===== src/logic/adcs_regs.svh =====
// Register indices, field positions, reset values and timing counts of the converter
`ifndef ADCS_REGS_SVH
`define ADCS_REGS_SVH

// Register indices, byte address is four times the index
`define ADCS_IDX_CONTROL_ONE 6'h0e
`define ADCS_IDX_CONTROL_TWO 6'h0f
`define ADCS_IDX_RESULT_LOWER 6'h26
`define ADCS_IDX_RESULT_UPPER 6'h27

// Field positions
`define ADCS_C1_START 7
`define ADCS_C1_INOFF 4
`define ADCS_C2_LADDER 5

// Reset values
`define ADCS_RST_CONTROL_ONE 8'h00
`define ADCS_RST_CONTROL_TWO 6'h00
`define ADCS_RST_RESULT 10'h000

// Timing, conversion time in clock periods
`define ADCS_CONV_MIN_PERIODS 39
`define ADCS_SLOTS 13
`define ADCS_FIRST_TRIAL 4'h3
`define ADCS_LAST_SLOT 4'hc
`define ADCS_TSEL_FAST 3'b000
`define ADCS_TSEL_RSV_A 3'b001
`define ADCS_TSEL_RSV_B 3'b111

// Successive approximation
`define ADCS_SAR_START 10'h200
`define ADCS_SAR_TOP 4'h9

`endif


===== src/logic/adcs_pkg.sv =====
// Types shared by the converter control modules
package adcs_pkg;

  typedef enum logic [1:0] {
    MODE_OFF = 2'b00,
    MODE_SOFT = 2'b01,
    MODE_RSVD = 2'b10,
    MODE_REPEAT = 2'b11
  } adcs_mode_type;

  typedef enum logic {
    ST_IDLE = 1'b0,
    ST_CONV = 1'b1
  } adcs_phase_type;

  typedef struct packed {
    logic conversion_start_bit;
    adcs_mode_type operating_mode_field;
    logic analog_input_disable;
    logic [3:0] channel_select;
  } adcs_ctrl_one_type;

  typedef struct packed {
    logic ladder_always_connected;
    logic fixed_one;
    logic [2:0] conv_time_sel;
    logic fixed_zero;
  } adcs_ctrl_two_type;

  typedef struct packed {
    logic ladder_on;
    logic sample;
    logic input_off;
    logic [3:0] channel;
    logic [9:0] dac_code;
  } adcs_analog_type;

  typedef struct packed {
    logic [7:0] cyc;
    logic [3:0] slot;
  } adcs_timer_state_type;

  typedef struct packed {
    logic [9:0] code;
    logic [3:0] idx;
  } adcs_sar_state_type;

  typedef struct packed {
    adcs_ctrl_one_type adc_control_one;
    adcs_ctrl_two_type adc_control_two;
    logic [9:0] result;
    logic conversion_done_flag;
    adcs_phase_type phase;
    logic irq;
    logic [31:0] rdata;
    logic [11:0] busy_cnt;
  } adcs_state_type;

endpackage : adcs_pkg


===== src/logic/adcs_control.sv =====
// Converter sequencer with APB register file
//
// The register offsets and the APB slave port were left to the implementer.
`timescale 1ns/100ps
`include "adcs_regs.svh"

module adcs_control import adcs_pkg::*; (
  // Clock and reset
  input wire logic clk_sys,
  input wire logic reset,
  // APB slave
  input wire logic psel,
  input wire logic penable,
  input wire logic pwrite,
  input wire logic [7:0] paddr,
  input wire logic [31:0] pwdata,
  output logic [31:0] prdata,
  output logic pready,
  output logic pslverr,
  // Power state
  input wire logic standby,
  // Analog core
  output adcs_analog_type analog_out,
  input wire logic compare_hi,
  // Interrupt request
  output logic conversion_done_irq
);

  // ****************************************
  // Declarations
  // ****************************************
  adcs_state_type state_reg;
  adcs_state_type state_next;
  logic setup_ph;
  logic access_ph;
  logic [5:0] word_idx;
  logic aligned;
  logic hit_one;
  logic hit_two;
  logic hit_lo;
  logic hit_hi;
  logic mapped;
  logic wr_go;
  logic rd_hi;
  logic busy;
  logic halt;
  logic mode_ok;
  logic time_ok;
  logic start_go;
  logic run;
  logic done_go;
  logic slot_sample;
  logic slot_step;
  logic slot_last;
  logic sar_clear;
  logic [9:0] sar_code;
  logic [9:0] result_new;
  logic [7:0] result_upper_reg;
  logic [7:0] result_lower_status_reg;
  logic [2:0] scale;
  logic [11:0] exp_cycles;

  // ****************************************
  // Bus decode
  // ****************************************
  always_comb begin
    setup_ph = psel && !penable;
    access_ph = psel && penable;
    word_idx = paddr[7:2];
    aligned = (paddr[1:0] == 2'b00);
    hit_one = aligned && (word_idx == `ADCS_IDX_CONTROL_ONE);
    hit_two = aligned && (word_idx == `ADCS_IDX_CONTROL_TWO);
    hit_lo = aligned && (word_idx == `ADCS_IDX_RESULT_LOWER);
    hit_hi = aligned && (word_idx == `ADCS_IDX_RESULT_UPPER);
    mapped = hit_one || hit_two || hit_lo || hit_hi;
    wr_go = access_ph && pwrite && !standby;
    rd_hi = access_ph && !pwrite && hit_hi;
  end

  // ****************************************
  // Sequencer decode
  // ****************************************
  always_comb begin
    busy = (state_reg.phase == ST_CONV);
    halt = (state_reg.adc_control_one.operating_mode_field == MODE_OFF);
    mode_ok = (state_reg.adc_control_one.operating_mode_field == MODE_SOFT) ||
              (state_reg.adc_control_one.operating_mode_field == MODE_REPEAT);
    time_ok = (state_reg.adc_control_two.conv_time_sel != `ADCS_TSEL_RSV_A) &&
              (state_reg.adc_control_two.conv_time_sel != `ADCS_TSEL_RSV_B);
    start_go = !standby && !busy && mode_ok && time_ok &&
               state_reg.adc_control_one.conversion_start_bit;
    run = busy && !halt && !standby;
    done_go = run && slot_last;
    sar_clear = start_go || done_go;
    result_new = {sar_code[9:1], compare_hi};
    result_upper_reg = state_reg.result[9:2];
    result_lower_status_reg = {state_reg.result[1:0], state_reg.conversion_done_flag,
                               busy, 4'h0};
  end

  // ****************************************
  // Slot timer and approximation register
  // ****************************************
  adcs_timer u_timer (
    .clk_sys(clk_sys),
    .reset(reset),
    .run(run),
    .time_sel(state_reg.adc_control_two.conv_time_sel),
    .sample(slot_sample),
    .step(slot_step),
    .last(slot_last)
  );

  adcs_sar u_sar (
    .clk_sys(clk_sys),
    .reset(reset),
    .clear(sar_clear),
    .step(slot_step),
    .compare_hi(compare_hi),
    .code(sar_code)
  );

  // ****************************************
  // Next state
  // ****************************************
  always_comb begin
    state_next = state_reg;
    state_next.irq = 1'b0;
    if (wr_go && hit_one) begin
      state_next.adc_control_one = adcs_ctrl_one_type'(pwdata[7:0]);
    end
    if (wr_go && hit_two) begin
      state_next.adc_control_two = adcs_ctrl_two_type'(pwdata[5:0]);
    end
    if (start_go) begin
      state_next.phase = ST_CONV;
      state_next.adc_control_one.conversion_start_bit = 1'b0;
      state_next.conversion_done_flag = 1'b0;
      state_next.busy_cnt = 12'h000;
    end else if (busy) begin
      if (halt) begin
        state_next.phase = ST_IDLE;
      end else if (done_go) begin
        state_next.result = result_new;
        state_next.irq = 1'b1;
        state_next.busy_cnt = 12'h000;
        if (state_reg.adc_control_one.operating_mode_field == MODE_REPEAT) begin
          state_next.phase = ST_CONV;
        end else begin
          state_next.phase = ST_IDLE;
        end
      end else begin
        state_next.busy_cnt = state_reg.busy_cnt + 12'h001;
      end
    end
    if (rd_hi) begin
      state_next.conversion_done_flag = 1'b0;
    end
    if (done_go) begin
      state_next.conversion_done_flag = 1'b1;
    end
    if (setup_ph) begin
      case (1'b1)
        hit_one: state_next.rdata = {24'h000000, state_reg.adc_control_one};
        hit_two: state_next.rdata = {26'h0000000, state_reg.adc_control_two};
        hit_lo: state_next.rdata = {24'h000000, result_lower_status_reg};
        hit_hi: state_next.rdata = {24'h000000, result_upper_reg};
        default: state_next.rdata = 32'h00000000;
      endcase
    end
    if (standby) begin
      state_next.adc_control_one = adcs_ctrl_one_type'(`ADCS_RST_CONTROL_ONE);
      state_next.adc_control_two = adcs_ctrl_two_type'(`ADCS_RST_CONTROL_TWO);
      state_next.result = `ADCS_RST_RESULT;
      state_next.conversion_done_flag = 1'b0;
      state_next.phase = ST_IDLE;
      state_next.irq = 1'b0;
      state_next.busy_cnt = 12'h000;
    end
  end

  always_ff @(posedge clk_sys or posedge reset) begin
    if (reset) begin
      state_reg <= '0;
    end else begin
      state_reg <= state_next;
    end
  end

  // ****************************************
  // Outputs
  // ****************************************
  always_comb begin
    prdata = state_reg.rdata;
    pready = 1'b1;
    pslverr = access_ph && !mapped;
    conversion_done_irq = state_reg.irq;
    analog_out.ladder_on = !standby &&
                           (busy || state_reg.adc_control_two.ladder_always_connected);
    analog_out.sample = slot_sample;
    analog_out.input_off = state_reg.adc_control_one.analog_input_disable;
    analog_out.channel = state_reg.adc_control_one.channel_select;
    analog_out.dac_code = sar_code;
  end

  // ****************************************
  // Checks
  // ****************************************
  always_comb begin
    scale = (state_reg.adc_control_two.conv_time_sel == `ADCS_TSEL_FAST) ? 3'h0 :
            state_reg.adc_control_two.conv_time_sel - 3'h1;
    exp_cycles = 12'(`ADCS_CONV_MIN_PERIODS) << scale;
  end

  a_repeat_start_busy: assert property (@(posedge clk_sys) disable iff (reset)
    start_go && (state_reg.adc_control_one.operating_mode_field == MODE_REPEAT)
    |=> busy && !state_reg.conversion_done_flag)
    else $error("repeat start did not begin a conversion");

  a_done_store_flag: assert property (@(posedge clk_sys) disable iff (reset)
    done_go |=> state_reg.conversion_done_flag && conversion_done_irq &&
    (state_reg.result == $past(result_new)))
    else $error("completion did not store, flag and interrupt together");

  a_repeat_restart: assert property (@(posedge clk_sys) disable iff (reset)
    done_go && (state_reg.adc_control_one.operating_mode_field == MODE_REPEAT)
    |=> busy && (state_reg.busy_cnt == 12'h000))
    else $error("repeat mode did not chain the next conversion");

  a_halt_no_store: assert property (@(posedge clk_sys) disable iff (reset)
    busy && halt && !standby |=> !busy && $stable(state_reg.result) && !conversion_done_irq)
    else $error("halt stored a value or kept converting");

  a_soft_single: assert property (@(posedge clk_sys) disable iff (reset)
    done_go && (state_reg.adc_control_one.operating_mode_field == MODE_SOFT)
    && !start_go |=> !busy ##1 (!busy || $past(start_go)))
    else $error("software mode did not stop after one conversion");

  a_read_clears_flag: assert property (@(posedge clk_sys) disable iff (reset)
    rd_hi && !done_go |=> !state_reg.conversion_done_flag)
    else $error("result read did not clear the done flag");

  a_restart_keeps_result: assert property (@(posedge clk_sys) disable iff (reset)
    start_go && state_reg.conversion_done_flag
    |=> !state_reg.conversion_done_flag && $stable(state_reg.result))
    else $error("restart lost the previous result or kept the flag");

  a_full_conv_time: assert property (@(posedge clk_sys) disable iff (reset)
    done_go |-> (state_reg.busy_cnt == exp_cycles - 12'h001))
    else $error("conversion finished before its selected time");

  a_standby_init: assert property (@(posedge clk_sys) disable iff (reset)
    standby |=> (state_reg.adc_control_one == `ADCS_RST_CONTROL_ONE) &&
    (state_reg.adc_control_two == `ADCS_RST_CONTROL_TWO) && !busy &&
    (state_reg.result == `ADCS_RST_RESULT))
    else $error("standby did not initialise the converter");

  a_no_resume: assert property (@(posedge clk_sys) disable iff (reset)
    $fell(standby) |-> !busy ##1 !busy)
    else $error("conversion resumed by itself after standby");

  a_ladder_standby: assert property (@(posedge clk_sys) disable iff (reset)
    standby |-> !analog_out.ladder_on)
    else $error("ladder connected during standby");

  a_start_bit_clears: assert property (@(posedge clk_sys) disable iff (reset)
    start_go && !(wr_go && hit_one)
    |=> !state_reg.adc_control_one.conversion_start_bit)
    else $error("start bit did not clear after starting");

  a_irq_one_pulse: assert property (@(posedge clk_sys) disable iff (reset)
    conversion_done_irq |=> !conversion_done_irq)
    else $error("done interrupt wider than one clock");

  a_reserved_refused: assert property (@(posedge clk_sys) disable iff (reset)
    !busy && !time_ok |=> !busy)
    else $error("conversion started with a reserved time code");

  a_start_sets_busy: assert property (@(posedge clk_sys) disable iff (reset)
    start_go |=> busy && result_lower_status_reg[4])
    else $error("busy flag not raised at conversion start");

  a_done_ends_busy: assert property (@(posedge clk_sys) disable iff (reset)
    done_go && (state_reg.adc_control_one.operating_mode_field != MODE_REPEAT) |=> !busy)
    else $error("busy flag still set after a single conversion");

  a_mode_gates_start: assert property (@(posedge clk_sys) disable iff (reset)
    !busy && !mode_ok |=> !busy)
    else $error("conversion started in disabled or reserved mode");

  a_repeat_holds_busy: assert property (@(posedge clk_sys) disable iff (reset)
    busy && (state_reg.adc_control_one.operating_mode_field == MODE_REPEAT) && !standby
    |=> busy)
    else $error("repeat mode left the busy state");

  a_irq_needs_done: assert property (@(posedge clk_sys) disable iff (reset)
    conversion_done_irq |-> $past(done_go))
    else $error("done interrupt without a finished conversion");

  a_standby_no_irq: assert property (@(posedge clk_sys) disable iff (reset)
    standby |=> !conversion_done_irq && !state_reg.conversion_done_flag)
    else $error("standby left a done flag or interrupt");

  a_result_only_done: assert property (@(posedge clk_sys) disable iff (reset)
    !done_go && !standby |=> $stable(state_reg.result))
    else $error("result changed without a finished conversion");

  a_start_clears_flag: assert property (@(posedge clk_sys) disable iff (reset)
    start_go |=> !state_reg.conversion_done_flag)
    else $error("new start did not clear the done flag");

  a_start_code_reset: assert property (@(posedge clk_sys) disable iff (reset)
    start_go |=> analog_out.dac_code == `ADCS_SAR_START)
    else $error("trial code not reset at conversion start");

  a_upper_read_data: assert property (@(posedge clk_sys) disable iff (reset)
    setup_ph && hit_hi |=> prdata == {24'h000000, $past(state_reg.result[9:2])})
    else $error("upper result read returned wrong bits");

  a_lower_read_data: assert property (@(posedge clk_sys) disable iff (reset)
    setup_ph && hit_lo |=> prdata[31:6] == {24'h000000, $past(state_reg.result[1:0])})
    else $error("lower result read returned wrong bits");

endmodule : adcs_control


===== src/logic/adcs_timer.sv =====
// Conversion time slot counter
`timescale 1ns/100ps
`include "adcs_regs.svh"

module adcs_timer import adcs_pkg::*; (
  // Clock and reset
  input wire logic clk_sys,
  input wire logic reset,
  // Control
  input wire logic run,
  input wire logic [2:0] time_sel,
  // Slot events
  output logic sample,
  output logic step,
  output logic last
);

  localparam logic [7:0] SLOT_BASE = 8'(`ADCS_CONV_MIN_PERIODS / `ADCS_SLOTS);

  adcs_timer_state_type state_reg;
  adcs_timer_state_type state_next;
  logic [2:0] scale;
  logic [7:0] slot_len;
  logic slot_end;

  always_comb begin
    scale = (time_sel == `ADCS_TSEL_FAST) ? 3'h0 : time_sel - 3'h1;
    slot_len = SLOT_BASE << scale;
    slot_end = run && (state_reg.cyc == slot_len - 8'h01);
    sample = run && (state_reg.slot < `ADCS_FIRST_TRIAL);
    step = slot_end && (state_reg.slot >= `ADCS_FIRST_TRIAL);
    last = slot_end && (state_reg.slot == `ADCS_LAST_SLOT);
    state_next = state_reg;
    if (!run) begin
      state_next = '0;
    end else if (slot_end) begin
      state_next.cyc = 8'h00;
      state_next.slot = last ? 4'h0 : state_reg.slot + 4'h1;
    end else begin
      state_next.cyc = state_reg.cyc + 8'h01;
    end
  end

  always_ff @(posedge clk_sys or posedge reset) begin
    if (reset) begin
      state_reg <= '0;
    end else begin
      state_reg <= state_next;
    end
  end

endmodule : adcs_timer


===== src/logic/adcs_sar.sv =====
// Successive approximation code register
`timescale 1ns/100ps
`include "adcs_regs.svh"

module adcs_sar import adcs_pkg::*; (
  // Clock and reset
  input wire logic clk_sys,
  input wire logic reset,
  // Control
  input wire logic clear,
  input wire logic step,
  input wire logic compare_hi,
  // Trial code
  output logic [9:0] code
);

  adcs_sar_state_type state_reg;
  adcs_sar_state_type state_next;

  always_comb begin
    state_next = state_reg;
    if (clear) begin
      state_next.code = `ADCS_SAR_START;
      state_next.idx = `ADCS_SAR_TOP;
    end else if (step) begin
      state_next.code[state_reg.idx] = compare_hi;
      if (state_reg.idx != 4'h0) begin
        state_next.code[state_reg.idx - 4'h1] = 1'b1;
        state_next.idx = state_reg.idx - 4'h1;
      end
    end
  end

  always_ff @(posedge clk_sys or posedge reset) begin
    if (reset) begin
      state_reg <= '0;
    end else begin
      state_reg <= state_next;
    end
  end

  assign code = state_reg.code;

endmodule : adcs_sar


===== config.mk =====
export PLATFORM = sky130hd
export DESIGN_NAME = adcs_control
export DESIGN_NICKNAME = d
export VERILOG_FILES = /design/src/logic/adcs_pkg.sv /design/src/logic/adcs_control.sv /design/src/logic/adcs_timer.sv /design/src/logic/adcs_sar.sv
export VERILOG_INCLUDE_DIRS = /design/src /design/src/logic
export SDC_FILE = /design/constraint.sdc
export NUM_CORES = 1
export LEC_CHECK = 0
export BUFFER_PORTS_ARGS = -buffer_cell sky130_fd_sc_hd__clkbuf_2
export CAP_MARGIN = 10
export CORE_MARGIN = 2
export CORE_UTILIZATION = 46
export CTS_BUF_LIST = sky130_fd_sc_hd__clkbuf_4
export CTS_CLUSTER_DIAMETER = 100
export CTS_CLUSTER_SIZE = 10
export DETAILED_ROUTE_END_ITERATION = 16
export PLACE_DENSITY = 0.74
export SLEW_MARGIN = 10
export SYNTH_ARGS = -nofsm -noshare
export SYNTH_HDL_FRONTEND = slang
export SYNTH_SLANG_ARGS = --single-unit

===== constraint.sdc =====
create_clock -name clk_sys -period 3.77 [get_ports clk_sys]
set_input_delay 0.377 -clock clk_sys [delete_from_list [all_inputs] [get_ports clk_sys]]
set_output_delay 0.377 -clock clk_sys [all_outputs]
set_load 0.02 [all_outputs]

### After elaboration in Yosys (flattened, before gate mapping)

Cells that the tools add are included.

| storage, ports and cells | value |
|---|---|
| flip-flop bits (word level) | 85 |
| input bits | 47 |

| operators by class | value |
|---|---|
| equal/unequal tests | 13 |
| reductions and logical operators | 54 |
| shift-type cells | 1 |
| add/sub/neg operators | 5 |
| bitwise gates (word level) | 1 |
| multiplexer cells | 35 |
| $lt $le $gt $ge | 6 |

Operators with widths:

| cell | count |
|---|---|
| 2-to-1 mux 8 bit | 6 |
| 2-to-1 mux 14 bit | 3 |
| 2-to-1 mux 10 bit | 4 |
| logical AND 1 bit | 28 |
| 2-to-1 mux 27 bit | 1 |
| == test 6 x 4 -> 1 bit, second input constant | 2 |
| == test 6 bit, second input constant | 2 |
| 2-to-1 mux 12 bit | 1 |
| nonzero test 2 bit | 6 |
| 2-to-1 mux 1 bit | 11 |
| bitwise mux 10 bit | 1 |
| < comparator 4 x 5 -> 1 bit, second input constant | 2 |
| bitwise OR 10 bit | 1 |
| adder 8 x 1 -> 8 bit, second input constant | 1 |
| demux 1 bit (select 4 bit) | 2 |
| == test 8 bit | 1 |
| greater-or-equal comparator 4 x 1 -> 1 bit, second input constant | 2 |
| 2-to-1 mux 4 bit | 2 |
| nonzero test 4 bit | 2 |
| << shifter 2 x 3 -> 8 bit, first input constant | 1 |
| subtractor 8 x 1 -> 8 bit, second input constant | 1 |
| zero test 1 bit | 6 |
| logical OR 1 bit | 6 |
| 2-to-1 mux 6 bit | 1 |
| 18 further kinds | 22 |

### Longest topological paths before layout

| depth | value |
|---|---|
| depth in word-level cells | 13 |
| depth in mapped cells | 18 |
| mapped depth without buffers | 15 |

### By module

Synthesis repeated with hierarchy kept, for this count alone.

| unflattened totals | value |
|---|---|
| cells, all modules | 399 |
| area, all modules | 3,788.6 µm² |

By module, submodules not included:

| module | times used | area an instance (µm²) | sequential area each (µm²) | cells an instance |
|---|---|---|---|---|
| adcs_control | 1 | 1,955.6 | 875.8 | 194 |
| adcs_timer | 1 | 1,001.0 | 300.3 | 117 |
| adcs_sar | 1 | 832.0 | 350.3 | 88 |

### Worst setup path before layout

Ideal clock, no wire load.

| timing path | value |
|---|---|
| path kind | register to register |
| start point | register state_reg[58] in the netlist's numbering |
| end point | register state_reg (netlist bit result_lower_status_reg[6]) |
| stages on the path, launching flop included | 16 |
| library setup time | 125 ps |
| clock period less this slack | 3,263 ps |
| data required time | 3,645 ps |
| arrival time | 3,138 ps |
| setup slack | 507 ps |
| buffers on the path | 3 |
| cells stage by stage | dfrtp_1 clkbuf_2 or3b_4 and2_1 buf_6 ha_1 nand2b_1 ha_1 nor2b_1 a32oi_1 xnor2_1 nor4_1 o311a_2 nand2_1 buf_6 mux2_4 |

| between the ends | value |
|---|---|
| word-level cells in the longest chain between the ends | 10 |

RTL lines:

| element | line | RTL |
|---|---|---|
| start, declared | adcs_control.sv:32 | `adcs_state_type state_reg;` |
| start signal, assigned | adcs_control.sv:186 | `state_reg <= state_next;` |
| subtractor 3 x 1 -> 3 bit or zero test 3 bit (tied branches) | - |  |
| 2-to-1 mux 3 bit | adcs_timer.sv:27 | `` scale = (time_sel == `ADCS_TSEL_FAST) ? 3'h0 : time_sel - 3'h1; `` |
| << shifter 2 x 3 -> 8 bit | adcs_timer.sv:28 | `slot_len = SLOT_BASE << scale;` |
| subtractor 8 x 1 -> 8 bit | adcs_timer.sv:29 | `slot_end = run && (state_reg.cyc == slot_len - 8'h01);` |
| == test 8 bit | adcs_timer.sv:29 |  |
| logical AND 1 bit | adcs_timer.sv:29 |  |
| logical AND 1 bit | adcs_timer.sv:32 | `` last = slot_end && (state_reg.slot == `ADCS_LAST_SLOT); `` |
| logical AND 1 bit | adcs_control.sv:93 | `done_go = run && slot_last;` |
| nonzero test 2 bit (no line) | - |  |
| AND reduction 4 bit (no line) * | - |  |

Every way passes the cells marked *; elsewhere a longest branch is shown, timed or not.
A chain may end at the register's enable or synchronous reset.

### Worst setup path after layout

| timing path | value |
|---|---|
| start point | register state_reg[58] in the netlist's numbering |
| end point | register u_sar.state_reg (netlist bit u_sar.code[9]) |

| between the ends | value |
|---|---|
| word-level cells in the longest chain between the ends | 10 |

RTL lines:

| element | line | RTL |
|---|---|---|
| subtractor 3 x 1 -> 3 bit or zero test 3 bit (tied branches) | - |  |
| 2-to-1 mux 3 bit | adcs_timer.sv:27 |  |
| << shifter 2 x 3 -> 8 bit | adcs_timer.sv:28 |  |
| subtractor 8 x 1 -> 8 bit | adcs_timer.sv:29 |  |
| == test 8 bit | adcs_timer.sv:29 |  |
| logical AND 1 bit | adcs_timer.sv:29 |  |
| logical AND 1 bit | adcs_timer.sv:32 |  |
| logical AND 1 bit | adcs_control.sv:93 |  |
| logical OR 1 bit | adcs_control.sv:94 | `sar_clear = start_go \|\| done_go;` |
| 2-to-1 mux 14 bit or nonzero test 2 bit (tied branches) | - |  |
| end signal, assigned | adcs_sar.sv:38 | `state_reg <= state_next;` |
| end, declared | adcs_sar.sv:17 | `adcs_sar_state_type state_reg;` |

Several ways; a longest one is shown, not always the timed one.

==> metrics.cfg <==
[drt]
drc=0
drt-initial-drc-count=191
wl_per_cell_um=14.50
via_count=2898
ant_nets=0
first_pass_iters=4
viasPerCell=5.347
drt_wl_total_um=7857

[synthesis]
synth.distinct_cells=54
ys_warn_count=0
synth_cells=409
ys_ff_latch=61
seq_area_frac_synth_pct=39.55
yosys_most_used_dff=dfrtp_1
avgSynthCellArea_um2=9.438
syn-cell-area_mm2=0.003860
synth_edf_count=0
synthArstFlopShare_pct=100.0

[cells_and_area]
drive_gt1_share_pct=21.74
syn2layout_area_growth_pct=4.506
nNetsFinal=487
largest_reg_flops=12
design_area_mm2=0.004034
fillers=766
diodes=0
finish.utilization_pct=49.34

[worst_setup_path]
cp-end-kind=register
cp_slowest_cell=dfrtp_1
cp_top_family=simple AND/OR/NAND/NOR gates
crit_top_cell=ha_1
path_buf_inv=1
critical_path_peak_fanout=31
path_cells=or3b_4 > and2_1 > ha_1 > nand2b_1 > ha_1 > nor2b_4 > a32oi_1 > xnor2_1 > nor4_1 > o311a_2 > buf_12 > a41oi_1 > a311o_1
critPathArrivalTime_ns=3.80
max_stage_delay_ns=0.49
crit_type=register to register
startpoint_type=register
required_ns=4.08

[die]
fp.dieH_um=95.61
die_x_um=95.61
core_area_mm2=0.008175
fp.dieArea_mm2=0.009140
ios=99
rows=33
start_util_pct=47.21

[sta]
finClkSkew_ns=0.01505
fmax_mhz=286.2
rsz0062_at_grt=false
hold_ws_ns=0.1438
setup_violations=0
fin_ws_ns=0.2753
tns_ns=0
post-route-period-util_pct=92.70
min_period_ns=3.495
tightest_slew_ns=0.9226
slew_violations=0
hold_viol=0
slew_headroom_pct=38.40

[clocking]
clk-insertion-delay-late_ns=0.41
cts_tree=built
cts.sinks=61
cts_root_buffer=clkbuf_4
clockBufferDepth=2
h-tree-depth=3
cts_buffers=9
cts.clk_slew.worst_paths_ns=0.12
cts-hold-fix-buffers=0

[place]
io_buffers=49
dp_hpwl_um=5760
gp_congestion=0.8543
placedInstanceArea_mm2=0.003916
dp_slack_ns=0.1702

[global_routing]
grt_pass1_wl_um=12980
overflow=0
grt_max_degree=46
grt_util_all_layers_pct=18.25
grt_pass1_vias=2717
grt_antenna_before_repair=0

[min_path]
holdCritPathClass=input port to async pin

[status]
status=finished clean

[power]
p_leak_nw=1.987
p_per_area_mw_per_mm2=280.4
ir_drop_uv=118.7

[flow_run]
cap_violations=0

## cell type report
cell class                 count  area (um2)  area share (%)
multi-input combinational    283        1876           46.50
timing repair buffer          56       310.3           7.692
tap                          105       131.4           3.257
clock buffer                   9       67.56           1.675
inverter                      21       80.08           1.985
sequential                    61        1526           37.84
clock inverter                 7       42.54           1.055
## stage by stage
stage               cells  power (mW)
floorplan             432      0.7527
global placement      526      0.7580
detailed placement    526      0.7594
CTS                   542       1.139
global route          542       1.179
finish                542       1.131
## worst reg2reg max path: stages (launching register included)
cell and delay, ns:
dfrtp_1 0.49, or3b_4 0.47, and2_1 0.24, ha_1 0.29
nand2b_1 0.10, ha_1 0.24, nor2b_4 0.21, a32oi_1 0.12
xnor2_1 0.15, nor4_1 0.17, o311a_2 0.28, buf_12 0.18
a41oi_1 0.12, a311o_1 0.33
## synthesized netlist by cell type, types with 2 or more instances
library cell | number | area share [%]
nand2_1 | 22 | 2.1
a21oi_1 | 12 | 1.6
a211oi_1 | 5 | 0.97
buf_4 | 50 | 9.7
nand3_1 | 9 | 1.2
a22oi_1 | 6 | 1.2
buf_6 | 4 | 1.2
a41o_1 | 2 | 0.52
dfrtp_1 | 61 | 40
a311oi_1 | 6 | 1.4
xor2_1 | 5 | 1.1
o22ai_1 | 2 | 0.32
a31oi_1 | 5 | 0.81
nor3_1 | 7 | 0.91
and2_1 | 2 | 0.32
xnor2_1 | 10 | 2.3
o21ai_0 | 10 | 1.3
nand2b_1 | 7 | 1.1
a21o_1 | 5 | 0.97
a2111oi_0 | 2 | 0.45
inv_1 | 20 | 1.9
nor2b_1 | 14 | 2.3
clkbuf_1 | 11 | 1.1
ha_1 | 8 | 2.6
mux2_4 | 7 | 2.7
nand4_1 | 6 | 0.97
a22o_1 | 4 | 0.91
or2_2 | 3 | 0.49
nor2_1 | 44 | 4.3
mux2i_1 | 22 | 5.7
and3_1 | 6 | 0.97
mux2_2 | 5 | 1.5
conb_1 | 2 | 0.19
a41oi_1 | 5 | 1.1
## final timing paths
kind / start / to / slack (ns) / cells past startpoint
max: state_reg[58]$_DFFE_PP0P_ / u_sar.code[9]$_DFFE_PP0P_ / 0.28 / 13
min: reset / u_timer.state_reg[0]$_DFFE_PP0P_ / 0.14 / 2
max reg2reg: state_reg[58]$_DFFE_PP0P_ / u_sar.code[9]$_DFFE_PP0P_ / 0.28 / 13
min reg2reg: prdata[1]$_DFFE_PP0P_ / prdata[1]$_DFFE_PP0P_ / 0.49 / 2
max in group asynchronous: reset / state_reg[61]$_DFFE_PP0P_ / 2.84 / 3
min in group clk_sys: pwdata[4] / analog_out[14]$_DFFE_PP0P_ / 0.24 / 3
## what timing repair did
action / CTS / global route
buffers inserted: 0 / 0
resized for setup: 0 / 2
setup endpoints to repair: 0 / 20
## where the power goes
group	internal, mW	leakage [nW]	total (mW)	switching, mW
combinational	0.0197	1.10	0.0860	0.0663
clock	0.130	0.0591	0.384	0.254
sequential	0.657	0.831	0.661	0.00397
## logic make-up (layout without fill, tap and decap cells)
logic type	count (synthesis)	after routing	synth area share [%]
adders and majority gates	8	8	2.593
muxes	34	34	9.886
other	2	25	0.1946
buffers and inverters	88	93	14.29
DFF	61	61	39.55
and+or+nand+nor	127	127	16.18
AOI/OAI and AO/OA	74	74	13.91
xor gates and xnor gates	15	15	3.403
## layer usage
layer  vias up  wire length, um  share of wire, %  global-route usage [%]
li1       1404                -                 -                       -
met1      1379             3686                47                   25.36
met2       102             3600                46                   28.44
met3        13              442               5.6                   3.320
met4         0              127               1.6                   6.667
met5         -                0                 0                       0
## layout by cell type, fill, tap and decap left out, types with 7 or more instances in the layout
master,n
dfrtp_1,61
clkbuf_2,49
nor2_1,44
conb_1,25
nand2_1,22
mux2i_1,22
inv_1,19
nor2b_1,13
a21oi_1,12
o21ai_0,10
xnor2_1,10
nand3_1,9
clkbuf_4,9
ha_1,8
mux2_4,7
nand2b_1,7
nor3_1,7
No activity file was read; power rests on OpenSTA's default activity.
